`config.mk`:
```
export PLATFORM = sky130hd
export DESIGN_NAME = mpsc_top
export DESIGN_NICKNAME = d
export VERILOG_FILES = /design/src/rtl/mpsc_pkg.sv /design/src/rtl/mpsc_sync.sv /design/src/rtl/mpsc_timer.sv /design/src/rtl/mpsc_top.sv
export VERILOG_INCLUDE_DIRS = /design/src /design/src/rtl
export SDC_FILE = /design/constraint.sdc
export NUM_CORES = 1
export LEC_CHECK = 0
export ABC_AREA = 1
export BUFFER_PORTS_ARGS = -buffer_cell sky130_fd_sc_hd__buf_2
export CORE_MARGIN = 2
export CORE_UTILIZATION = 55
export DETAILED_ROUTE_END_ITERATION = 12
export HOLD_SLACK_MARGIN = 0.03
export PLACE_DENSITY = 0.81
export SETUP_SLACK_MARGIN = 0.02
export SLEW_MARGIN = 20
export SYNTH_ARGS = -nofsm -noshare
export SYNTH_HDL_FRONTEND = slang
export SYNTH_HIERARCHICAL = 1
export SYNTH_SLANG_ARGS = --single-unit
```
`constraint.sdc`:
```
create_clock -name clock -period 3.4 [get_ports clock]
set_input_delay 0.85 -clock clock [delete_from_list [all_inputs] [get_ports clock]]
set_output_delay 0.85 -clock clock [all_outputs]
set_load 0.05 [all_outputs]
```
`src/rtl/mpsc_consts.svh`:
```
// constants for the module power sequencing control block
//
// Summary of operation
// - fabric_rails_good high only when fabric rails good
// - ps_io_supply_enable active high, low when inactive
// - fabric_io_supply_enable active high, low when inactive
// - internal rails sequence before any io enable; leaving MPSC_FAB_OFF, fabric_rails_enable rises with fabric_io_supply_enable
// - ps io enable asserted first
// - fabric io enable asserted after ps enable
// - fabric power pin low powers fabric off
// - fabric power pin high again powers fabric on
// - fabric power pin defaults high via pull-up
// - shutdown pin falling edge powers everything down
// - shutdown pin ignored until reset released
// - nine platform-manager pins: six in, three out
// - two pins reserved for power management
// - unclaimed platform-manager pins stay ordinary io
// - power-down request does ordered silent shutdown
// - hold power-on reset until rails stable
`ifndef MPSC_CONSTS_SVH
`define MPSC_CONSTS_SVH

// register byte offsets
`define MPSC_OFS_CTRL 12'h000
`define MPSC_OFS_STATUS 12'h004
`define MPSC_OFS_IRQ_STAT 12'h008
`define MPSC_OFS_IRQ_MASK 12'h00C
`define MPSC_OFS_PIN_OUT 12'h010
`define MPSC_OFS_PIN_IN 12'h014
`define MPSC_OFS_PIN_CLAIM 12'h018

// control fields
`define MPSC_CTRL_SW_SHUTDOWN 0
`define MPSC_CTRL_FABRIC_OFF 1

// interrupt events
`define MPSC_EV_UP 0
`define MPSC_EV_DOWN 1
`define MPSC_EV_FABRIC 2
`define MPSC_EV_SHUTDOWN 3
`define MPSC_EV_COUNT 4

// reset values
`define MPSC_CTRL_RESET 32'h0000_0000
`define MPSC_MASK_RESET 4'h0

// timing in ns, each step of the sequence
`define MPSC_CLK_NS 10
`define MPSC_RAIL_STEP_NS 1000
`define MPSC_IO_STEP_NS 500
`define MPSC_POR_HOLD_NS 2000

`endif

```
`src/rtl/mpsc_pkg.sv`:
```
// types for the module power sequencing control block
package mpsc_pkg;

  // main sequencer states
  typedef enum logic [3:0] {
    MPSC_OFF = 4'b0000,
    MPSC_RAILS_UP = 4'b0001,
    MPSC_PS_IO_UP = 4'b0010,
    MPSC_FABRIC_IO_UP = 4'b0011,
    MPSC_POR_HOLD = 4'b0100,
    MPSC_RUN = 4'b0101,
    MPSC_FABRIC_IO_DOWN = 4'b0110,
    MPSC_PS_IO_DOWN = 4'b0111,
    MPSC_RAILS_DOWN = 4'b1000,
    MPSC_FAB_OFF = 4'b1001
  } mpsc_state_e;

  // apb request as seen by the slave
  typedef struct packed {
    logic psel;
    logic penable;
    logic pwrite;
    logic [11:0] paddr;
    logic [31:0] pwdata;
  } mpsc_apb_req_s;

  // supply outputs toward the carrier
  typedef struct packed {
    logic fabric_rails_good;
    logic ps_io_supply_enable;
    logic fabric_io_supply_enable;
    logic ps_power_on_reset_n;
  } mpsc_supply_s;

endpackage

```
`src/rtl/mpsc_sync.sv`:
```
// two-flop synchroniser for a vector of pin inputs
`timescale 1ns/100ps
module mpsc_sync #(
  parameter int WIDTH = 1,
  parameter logic [WIDTH-1:0] RESET_VAL = '0
) (
  // clock and reset
  input wire logic clock,
  input wire logic reset,
  // data
  input wire logic [WIDTH-1:0] async_in,
  output logic [WIDTH-1:0] sync_out
);

  logic [WIDTH-1:0] meta_reg;

  // first stage read only by second stage
  always_ff @(posedge clock) begin
    if (reset) begin
      meta_reg <= RESET_VAL;
      sync_out <= RESET_VAL;
    end else begin
      meta_reg <= async_in;
      sync_out <= meta_reg;
    end
  end

endmodule

```
`src/rtl/mpsc_timer.sv`:
```
// one-shot down counter, pulses done when a loaded count expires
`timescale 1ns/100ps
module mpsc_timer #(
  parameter int WIDTH = 16
) (
  // clock and reset
  input wire logic clock,
  input wire logic reset,
  // control
  input wire logic load,
  input wire logic [WIDTH-1:0] count,
  output logic done
);

  logic [WIDTH-1:0] cnt_reg;
  logic run_reg;

  // load wins over running; done is one cycle after the last count
  always_ff @(posedge clock) begin
    if (reset) begin
      cnt_reg <= '0;
      run_reg <= 1'b0;
      done <= 1'b0;
    end else if (load) begin
      cnt_reg <= count;
      run_reg <= 1'b1;
      done <= 1'b0;
    end else if (run_reg) begin
      if (cnt_reg <= WIDTH'(1)) begin
        run_reg <= 1'b0;
        done <= 1'b1;
      end else begin
        cnt_reg <= cnt_reg - WIDTH'(1);
        done <= 1'b0;
      end
    end else begin
      done <= 1'b0;
    end
  end

endmodule

```
`src/rtl/mpsc_top.sv`:
```
// module power sequencer with apb registers and platform-manager pins
`timescale 1ns/100ps
`include "mpsc_consts.svh"
module mpsc_top
  import mpsc_pkg::*;
#(
  parameter int RAIL_STEP_CYCLES = (`MPSC_RAIL_STEP_NS + `MPSC_CLK_NS - 1) / `MPSC_CLK_NS,
  parameter int IO_STEP_CYCLES = (`MPSC_IO_STEP_NS + `MPSC_CLK_NS - 1) / `MPSC_CLK_NS,
  parameter int POR_HOLD_CYCLES = (`MPSC_POR_HOLD_NS + `MPSC_CLK_NS - 1) / `MPSC_CLK_NS,
  parameter int IN_PINS = 6,
  parameter int OUT_PINS = 3
) (
  // clock and reset
  input wire logic clock,
  input wire logic reset,
  // apb slave
  input wire logic psel,
  input wire logic penable,
  input wire logic pwrite,
  input wire logic [11:0] paddr,
  input wire logic [31:0] pwdata,
  output logic [31:0] prdata,
  output logic pready,
  output logic pslverr,
  // carrier side pins
  input wire logic power_off_request_n,
  input wire logic power_down_request_n,
  input wire logic fabric_rails_in_regulation,
  input wire logic ps_power_on_reset_in,
  output logic fabric_rails_good,
  output logic ps_io_supply_enable,
  output logic fabric_io_supply_enable,
  output logic ps_power_on_reset_n,
  output logic ps_power_on_reset_oe,
  // platform-manager multiplexed io
  input wire logic fabric_domain_power_on,
  input wire logic shutdown_request_pin,
  input wire logic [IN_PINS-1:0] pm_gpi,
  input wire logic [OUT_PINS-1:0] mux_io_out,
  output logic [OUT_PINS-1:0] pm_gpo,
  output logic [OUT_PINS-1:0] pm_gpo_oe,
  // internal regulators and interrupt
  output logic rails_enable,
  output logic fabric_rails_enable,
  output logic irq
);

  localparam int TW = 16;

  // ***************************************************************
  // input synchronisers
  // ***************************************************************
  logic [5:0] raw_pins;
  logic [5:0] sync_pins;
  logic [IN_PINS-1:0] gpi_sync;
  logic off_req_n_s, pdown_n_s, fab_reg_s, por_in_s, fab_on_s, shut_s;

  assign raw_pins = {power_off_request_n, power_down_request_n, fabric_rails_in_regulation,
                     ps_power_on_reset_in, fabric_domain_power_on, shutdown_request_pin};
  assign {off_req_n_s, pdown_n_s, fab_reg_s, por_in_s, fab_on_s, shut_s} = sync_pins;

  // pulled-up pins rest high so a floating pin keeps fabric powered; the reserved
  // power-management pins stay dedicated inputs, never part of the gpio groups
  mpsc_sync #(.WIDTH(6), .RESET_VAL(6'h17)) u_sync_pins (
    .clock(clock),
    .reset(reset),
    .async_in(raw_pins),
    .sync_out(sync_pins)
  );

  mpsc_sync #(.WIDTH(IN_PINS), .RESET_VAL('0)) u_sync_gpi (
    .clock(clock),
    .reset(reset),
    .async_in(pm_gpi),
    .sync_out(gpi_sync)
  );

  // ***************************************************************
  // registers and edge detection
  // ***************************************************************
  logic [31:0] ctrl_reg;
  logic [`MPSC_EV_COUNT-1:0] irq_stat_reg, irq_mask_reg, ev_set;
  logic [OUT_PINS-1:0] pin_out_reg, pin_claim_reg;
  logic shut_prev_reg, fab_on_prev_reg, shut_armed_reg;
  logic shut_fall, fab_fall, fab_rise, fabric_want;
  mpsc_state_e state_reg, state_next;
  logic tmr_load, tmr_done;
  logic [TW-1:0] tmr_count;
  logic apb_wr, apb_rd, addr_ok;

  // previous pin levels for edge detection
  always_ff @(posedge clock) begin
    if (reset) begin
      shut_prev_reg <= 1'b0;
      fab_on_prev_reg <= 1'b1;
    end else begin
      shut_prev_reg <= shut_s;
      fab_on_prev_reg <= fab_on_s;
    end
  end

  // shutdown pin is dead until power-on reset has been released
  always_ff @(posedge clock) begin
    if (reset || state_reg == MPSC_OFF) begin
      shut_armed_reg <= 1'b0;
    end else if (state_reg == MPSC_RUN || state_reg == MPSC_FAB_OFF) begin
      shut_armed_reg <= 1'b1;
    end
  end

  assign shut_fall = shut_armed_reg && shut_prev_reg && !shut_s;
  assign fab_fall = fab_on_prev_reg && !fab_on_s;
  assign fab_rise = !fab_on_prev_reg && fab_on_s;
  assign fabric_want = fab_on_s && !ctrl_reg[`MPSC_CTRL_FABRIC_OFF];

  // ***************************************************************
  // main sequencer
  // ***************************************************************
  logic pwr_cut;
  assign pwr_cut = !off_req_n_s || !pdown_n_s || shut_fall
                   || ctrl_reg[`MPSC_CTRL_SW_SHUTDOWN];

  always_comb begin
    state_next = state_reg;
    tmr_load = 1'b0;
    tmr_count = TW'(RAIL_STEP_CYCLES);
    unique case (state_reg)
      MPSC_OFF: begin
        // carrier releases the request only once main supply is valid
        if (off_req_n_s && pdown_n_s && !ctrl_reg[`MPSC_CTRL_SW_SHUTDOWN]) begin
          state_next = MPSC_RAILS_UP;
          tmr_load = 1'b1;
        end
      end
      MPSC_RAILS_UP: begin
        if (pwr_cut) begin
          state_next = MPSC_RAILS_DOWN;
          tmr_load = 1'b1;
        end else if (tmr_done) begin
          state_next = MPSC_PS_IO_UP;
          tmr_load = 1'b1;
          tmr_count = TW'(IO_STEP_CYCLES);
        end
      end
      MPSC_PS_IO_UP: begin
        if (pwr_cut) begin
          state_next = MPSC_PS_IO_DOWN;
          tmr_load = 1'b1;
          tmr_count = TW'(IO_STEP_CYCLES);
        end else if (tmr_done) begin
          state_next = MPSC_FABRIC_IO_UP;
          tmr_load = 1'b1;
          tmr_count = TW'(POR_HOLD_CYCLES);
        end
      end
      MPSC_FABRIC_IO_UP, MPSC_POR_HOLD: begin
        if (pwr_cut) begin
          state_next = MPSC_FABRIC_IO_DOWN;
          tmr_load = 1'b1;
          tmr_count = TW'(IO_STEP_CYCLES);
        end else if (tmr_done || state_reg == MPSC_POR_HOLD) begin
          state_next = fabric_want ? MPSC_RUN : MPSC_FAB_OFF;
        end
      end
      MPSC_RUN: begin
        if (pwr_cut) begin
          state_next = MPSC_FABRIC_IO_DOWN;
          tmr_load = 1'b1;
          tmr_count = TW'(IO_STEP_CYCLES);
        end else if (fab_fall || !fabric_want) begin
          state_next = MPSC_FAB_OFF;
        end
      end
      MPSC_FAB_OFF: begin
        if (pwr_cut) begin
          state_next = MPSC_PS_IO_DOWN;
          tmr_load = 1'b1;
          tmr_count = TW'(IO_STEP_CYCLES);
        end else if (fab_rise || fabric_want) begin
          state_next = MPSC_POR_HOLD;
        end
      end
      MPSC_FABRIC_IO_DOWN: begin
        if (tmr_done) begin
          state_next = MPSC_PS_IO_DOWN;
          tmr_load = 1'b1;
          tmr_count = TW'(IO_STEP_CYCLES);
        end
      end
      MPSC_PS_IO_DOWN: begin
        if (tmr_done) begin
          state_next = MPSC_RAILS_DOWN;
          tmr_load = 1'b1;
        end
      end
      MPSC_RAILS_DOWN: begin
        if (tmr_done) begin
          state_next = MPSC_OFF;
        end
      end
      default: begin
        state_next = MPSC_OFF;
      end
    endcase
  end

  always_ff @(posedge clock) begin
    if (reset) begin
      state_reg <= MPSC_OFF;
    end else begin
      state_reg <= state_next;
    end
  end

  mpsc_timer #(.WIDTH(TW)) u_timer (
    .clock(clock),
    .reset(reset),
    .load(tmr_load),
    .count(tmr_count),
    .done(tmr_done)
  );

  // ***************************************************************
  // supply outputs, all registered
  // ***************************************************************
  logic in_up_path;
  assign in_up_path = state_next inside {MPSC_PS_IO_UP, MPSC_FABRIC_IO_UP, MPSC_POR_HOLD,
                                         MPSC_RUN, MPSC_FAB_OFF, MPSC_FABRIC_IO_DOWN};

  always_ff @(posedge clock) begin
    if (reset) begin
      rails_enable <= 1'b0;
      fabric_rails_enable <= 1'b0;
      ps_io_supply_enable <= 1'b0;
      fabric_io_supply_enable <= 1'b0;
      fabric_rails_good <= 1'b0;
      ps_power_on_reset_n <= 1'b0;
      ps_power_on_reset_oe <= 1'b1;
    end else begin
      rails_enable <= state_next != MPSC_OFF;
      fabric_rails_enable <= state_next inside {MPSC_RAILS_UP, MPSC_PS_IO_UP,
                                                MPSC_FABRIC_IO_UP, MPSC_POR_HOLD, MPSC_RUN};
      ps_io_supply_enable <= in_up_path;
      fabric_io_supply_enable <= state_next inside {MPSC_FABRIC_IO_UP, MPSC_POR_HOLD,
                                                    MPSC_RUN};
      fabric_rails_good <= fab_reg_s && state_next inside {MPSC_FABRIC_IO_UP,
                                                MPSC_POR_HOLD, MPSC_RUN};
      // open-drain: drive low until stable, then release for carrier use;
      // a fabric power-up after release must not reset the processing system again
      ps_power_on_reset_n <= 1'b0;
      ps_power_on_reset_oe <= !(state_next inside {MPSC_RUN, MPSC_FAB_OFF}
                              || (!ps_power_on_reset_oe && state_next == MPSC_POR_HOLD));
    end
  end

  // ***************************************************************
  // platform-manager output pins, claim selects owner
  // ***************************************************************
  always_ff @(posedge clock) begin
    if (reset) begin
      pm_gpo <= '0;
      pm_gpo_oe <= '0;
    end else begin
      for (int i = 0; i < OUT_PINS; i++) begin
        pm_gpo[i] <= pin_claim_reg[i] ? pin_out_reg[i] : mux_io_out[i];
        pm_gpo_oe[i] <= 1'b1;
      end
    end
  end

  // ***************************************************************
  // apb slave and interrupts
  // ***************************************************************
  assign apb_wr = psel && penable && pwrite;
  assign apb_rd = psel && !penable && !pwrite;
  assign addr_ok = paddr inside {`MPSC_OFS_CTRL, `MPSC_OFS_STATUS, `MPSC_OFS_IRQ_STAT,
                                 `MPSC_OFS_IRQ_MASK, `MPSC_OFS_PIN_OUT, `MPSC_OFS_PIN_IN,
                                 `MPSC_OFS_PIN_CLAIM};

  assign ev_set[`MPSC_EV_UP] = state_reg != MPSC_RUN && state_next == MPSC_RUN;
  assign ev_set[`MPSC_EV_DOWN] = state_reg != MPSC_OFF && state_next == MPSC_OFF;
  assign ev_set[`MPSC_EV_FABRIC] = state_reg != state_next
                                   && (state_next == MPSC_FAB_OFF || state_reg == MPSC_FAB_OFF);
  assign ev_set[`MPSC_EV_SHUTDOWN] = shut_fall;

  // writable registers; writes to the pin registers are taken in every power state
  always_ff @(posedge clock) begin
    if (reset) begin
      ctrl_reg <= `MPSC_CTRL_RESET;
      irq_mask_reg <= `MPSC_MASK_RESET;
      pin_out_reg <= '0;
      pin_claim_reg <= '0;
    end else if (apb_wr) begin
      unique case (paddr)
        `MPSC_OFS_CTRL: ctrl_reg <= {30'h0, pwdata[1:0]};
        `MPSC_OFS_IRQ_MASK: irq_mask_reg <= pwdata[`MPSC_EV_COUNT-1:0];
        `MPSC_OFS_PIN_OUT: pin_out_reg <= pwdata[OUT_PINS-1:0];
        `MPSC_OFS_PIN_CLAIM: pin_claim_reg <= pwdata[OUT_PINS-1:0];
        default: ;
      endcase
    end
  end

  // sticky status: a new event wins over a write-one clear in the same cycle
  always_ff @(posedge clock) begin
    if (reset) begin
      irq_stat_reg <= '0;
    end else begin
      irq_stat_reg <= (irq_stat_reg & ~((apb_wr && paddr == `MPSC_OFS_IRQ_STAT)
                      ? pwdata[`MPSC_EV_COUNT-1:0] : '0)) | ev_set;
    end
  end

  always_ff @(posedge clock) begin
    if (reset) begin
      irq <= 1'b0;
    end else begin
      irq <= |(irq_stat_reg & irq_mask_reg);
    end
  end

  // one wait-free answer: ready high in every access phase
  always_ff @(posedge clock) begin
    if (reset) begin
      prdata <= '0;
      pready <= 1'b0;
      pslverr <= 1'b0;
    end else begin
      pready <= psel && !penable;
      pslverr <= psel && !penable && !addr_ok;
      if (apb_rd) begin
        unique case (paddr)
          `MPSC_OFS_CTRL: prdata <= ctrl_reg;
          `MPSC_OFS_STATUS: prdata <= {21'h0, por_in_s, fab_on_s, shut_armed_reg,
                                       fabric_rails_good, fabric_io_supply_enable,
                                       ps_io_supply_enable, ps_power_on_reset_oe, state_reg};
          `MPSC_OFS_IRQ_STAT: prdata <= {28'h0, irq_stat_reg};
          `MPSC_OFS_IRQ_MASK: prdata <= {28'h0, irq_mask_reg};
          `MPSC_OFS_PIN_OUT: prdata <= {29'h0, pin_out_reg};
          `MPSC_OFS_PIN_IN: prdata <= {26'h0, gpi_sync};
          `MPSC_OFS_PIN_CLAIM: prdata <= {29'h0, pin_claim_reg};
          default: prdata <= '0;
        endcase
      end
    end
  end

endmodule

```
==> out/results.txt <==
The run gives 854 as the net count of the finished layout. The number of clock buffers inserted by TritonCTS came out at 9. Summed over all layers, the routed wires come to 11,300 um. Hold is met by 406 ps. The tools report the origin of the worst min-delay path as u_sync_pins/meta_reg[5]$_SDFF_PP0_. The logs give 0 for the count of max-cap constraint violations and 890 ps for the reg-to-reg setup timing slack. The core region is 8590 sq um. The detailed router put a total of 4830 um of wire on met1. Between clock sinks in the finished design, the worst skew comes to 11.9 ps. Effective utilization at floorplan: 0.561. Number of gates given a new drive strength after cts: 0. The library cells used most frequently in the layout, excluding fill and tap cells, are 162 x sky130_fd_sc_hd__nand2_1, 104 x sky130_fd_sc_hd__nor2_1, 89 x sky130_fd_sc_hd__dfxtp_1.

The number of antenna violations at the first check in global routing came out at 0. The tools report the number of cells produced by synthesis as 721. The library cell used most frequently in the layout, excluding fill and tap cells, is sky130_fd_sc_hd__nand2_1. Data on the critical path is required at its endpoint by 3630 ps.

Fraction of registers with async set or reset after synthesis: 0. The via-per-instance ratio works out to 5.11. The capture endpoint of the worst hold path was u_sync_pins/sync_out[5]$_SDFF_PP0_. The worst hold path depth came out at 2.

The number of enable-type register cells in the synthesized netlist works out to 0. The total overflow reported by the global router was 0; the synthesized flop and latch total was 89. For the worst setup path, the data arrival time is 2730 ps.

The logs give 0 for the max-slew violation total from the final report and 42 for the number of distinct library cells after synthesis. Timing analysis after detailed placement gives a worst setup slack of 948 ps. The sum of met2 wire segment lengths after detailed routing is 5640 um. The flow ran to the end, and the final reports show no timing, DRC or antenna violations. The number of global-route vias before repair is 4,330, and the synthesized area per cell is 6.68 sq um. The cell row count was 34.

For this design, the CTS-stage hold fixing added 0 buffers. The maximum root-to-sink buffer count came out at 2. The pin count of the biggest net entering global routing is 49, and the least setup slack across all paths after layout is 892 ps. The height of the chip came out at 97.6 um.

Summed over all nets, the half-perimeter wirelength after detailed placement is 8580 um. In this design, the stage delay of the slowest critical-path cell is 550 ps. The share of cells above drive strength 1 is 0.174. Walking the worst path, the cells encountered are inv_1, nor2_2, nand2_1, inv_1, nor2_1, inv_1, nor2_1, nor2_1, inv_1, o211ai_1, buf_4, inv_8, nand3_2, nand2_1, o21ai_1, a21oi_2.

The count of inserted antenna diode cells came out at 0. The maximum level of the CTS H-tree is 3, and the routed length per instance is 12.6 um. For this run, the number of Yosys warnings is 6. At the pin with the least slew margin, the transition time is 653 ps.

Setup violations remaining at the end of the flow were counted as 0. The die outline width came out at 97.6 um. The worst setup path is captured at a flop. The tools report the overall track demand over capacity in global routing as 0.242. The number of flip-flops under the largest register name was 16.

The number of buffers inserted by port buffering came out at 61. By startpoint and endpoint, the worst setup path is classified as reg -> reg. For this design, the sink count on the clock tree is 89. The detailed-route via count is 4,607.

The worst hold path belongs to the class reg -> reg. The biggest fanout along the worst timing path was 18; the number of cell instances on the worst register-to-register path was 16. The run gives 399 MHz as the top achievable clock speed.

Setup repair after global routing left no endpoint under its margin. For the number of search-and-repair iterations in the first detailed-routing pass, the log shows 5. Sequential area share after synthesis: 0.370. TritonCTS built the clock tree.

Counting stages on the worst path, the most repeated cell is sky130_fd_sc_hd__inv_1. The cell sitting at the root of the clock tree is a sky130_fd_sc_hd__clkbuf_8. STA classifies the critical path startpoint as a flop. The count of nets left with antenna violations once routing finished came out at 0. For the final-report hold violation count, the log shows 0. The final cycle utilization of the critical path was 0.738; the total DRC errors in the routed layout was 0. The full die area came out at 9520 sq um. The cell at the slowest stage of the critical path was sky130_fd_sc_hd__dfxtp_1.

For the met3 routed wirelength, the log shows 588 um. In this run the critical register-to-register path is captured at u_timer/cnt_reg[9]$_SDFFE_PP0P_. The worst IR drop on VDD was 0.325 mV.

The highest metal layer with signal wires was met4. Summed over all failing endpoints, the final setup total negative slack is 0 ps. In this run the post-CTS setup repair buffer count came out at 0.

The launching point of the worst reg2reg path is state_reg[0]$_SDFF_PP0_. For the finished layout, the period the worst path requires is 2510 ps. The wire length of the first global-routing pass is 19,100 um, and the headroom to the max-slew limit is 0.564.

For this design the ratio of total power to cell area is 698 nW/um^2. The clock slew at the register clock pins of the worst setup and hold paths was 90 ps. The detailed router finished its first iteration with 313 violations. Synthesis-to-layout area growth: 10.8%. The predominant post-synthesis flop cell is sky130_fd_sc_hd__dfxtp_1. For the total leakage power, the log shows 2.64 nW. The cell area that synthesis handed to floorplanning was 4820 sq um.

Clock latency on the worst-skew pair, taken at its later pin, is 350 ps. Pin placement for this block handled 112 I/O pins. The congestion estimate from routability-driven global placement came to 0.924.
## kinds of logic (layout without fill, tap and decap cells)
| logic type | count (synthesis) | after routing | share of synthesized area |
|---|---|---|---|
| compound gates | 105 | 105 | 0.118 |
| other cells | 1 | 31 | 0.000778 |
| fa+ha+maj | 2 | 2 | 0.00519 |
| buf+inv | 140 | 182 | 0.138 |
| simple gates | 379 | 379 | 0.359 |
| xor+xnor | 5 | 5 | 0.00909 |
| flops | 89 | 89 | 0.370 |
## metrics by stage
step	power [mW]	utilization	area, sq um	cells
final	3.72	0.621	5340	901
after CTS	3.72	0.621	5340	901
after floorplan	2.65	-	4930	751
after detailed placement	2.95	0.596	5120	885
after global placement	2.88	0.596	5120	885
after global routing	3.98	0.621	5340	901
## critical path, delay by kind of cell, from the launching register on
family / cells / cell delay [ps]
AOI/OAI and AO/OA: 3 / 260
buffers and inverters: 6 / 840
DFF: 1 / 550
and+or+nand+nor: 7 / 720
## where the power goes
part	leakage [nW]	switching (mW)	internal, mW	total [mW]
clock	0.103	0.403	0.368	0.771
combinational	1.81	1.13	0.517	1.64
sequential	0.729	0.136	1.17	1.31
total	2.64	1.66	2.06	3.72
## synth_stat cells, types with 4 or more instances
library cell / count / area share
sky130_fd_sc_hd__a21oi_1: 38 / 0.039
sky130_fd_sc_hd__buf_4: 25 / 0.039
sky130_fd_sc_hd__clkbuf_1: 7 / 0.0055
sky130_fd_sc_hd__dfxtp_1: 89 / 0.37
sky130_fd_sc_hd__inv_1: 86 / 0.067
sky130_fd_sc_hd__inv_2: 12 / 0.0093
sky130_fd_sc_hd__nand2_1: 162 / 0.13
sky130_fd_sc_hd__nand2_2: 10 / 0.013
sky130_fd_sc_hd__nand2_4: 4 / 0.0093
sky130_fd_sc_hd__nand3_1: 48 / 0.050
sky130_fd_sc_hd__nand3b_1: 5 / 0.0078
sky130_fd_sc_hd__nand4_1: 8 / 0.010
sky130_fd_sc_hd__nor2_1: 104 / 0.081
sky130_fd_sc_hd__nor2_2: 15 / 0.019
sky130_fd_sc_hd__nor2_4: 5 / 0.012
sky130_fd_sc_hd__nor3_1: 8 / 0.0083
sky130_fd_sc_hd__o21ai_0: 45 / 0.047
sky130_fd_sc_hd__o21ai_1: 5 / 0.0052
sky130_fd_sc_hd__o22ai_1: 5 / 0.0065
sky130_fd_sc_hd__xor2_1: 4 / 0.0073
## area by class of cell
| type | instances | area, sq um |
|---|---|---|
| Tap cell | 108 | 135 |
| Sequential cell | 89 | 1780 |
| Inverter | 102 | 395 |
| Clock buffer | 10 | 138 |
| Clock inverter | 6 | 72.6 |
| Timing Repair Buffer | 64 | 328 |
| Multi-Input combinational cell | 522 | 2480 |
| Fill cell | 842 | 3260 |
## worst max-delay path by stage
stage,from,end,slack [ps],depth (start not counted)
after global routing,state_reg[0]$_SDFF_PP0_,u_timer/cnt_reg[14]$_SDFFE_PP0P_,650,18
after CTS,state_reg[0]$_SDFF_PP0_,u_timer/cnt_reg[9]$_SDFFE_PP0P_,930,16
after floorplan,state_reg[0]$_SDFF_PP0_,u_timer/cnt_reg[9]$_SDFFE_PP0P_,1370,17
final,state_reg[0]$_SDFF_PP0_,u_timer/cnt_reg[9]$_SDFFE_PP0P_,890,16
after detailed placement,state_reg[0]$_SDFF_PP0_,u_timer/cnt_reg[9]$_SDFFE_PP0P_,950,16
after global placement,state_reg[0]$_SDFF_PP0_,u_timer/cnt_reg[14]$_SDFFE_PP0P_,1010,18
## per-layer routing
metal	GRT usage	vias to the layer above
li1	-	2349
met1	0.296	2093
met2	0.423	140
met3	0.0353	25
met4	0.103	0
met5	0	-
Note: power is estimated with default switching activity, not from simulation.
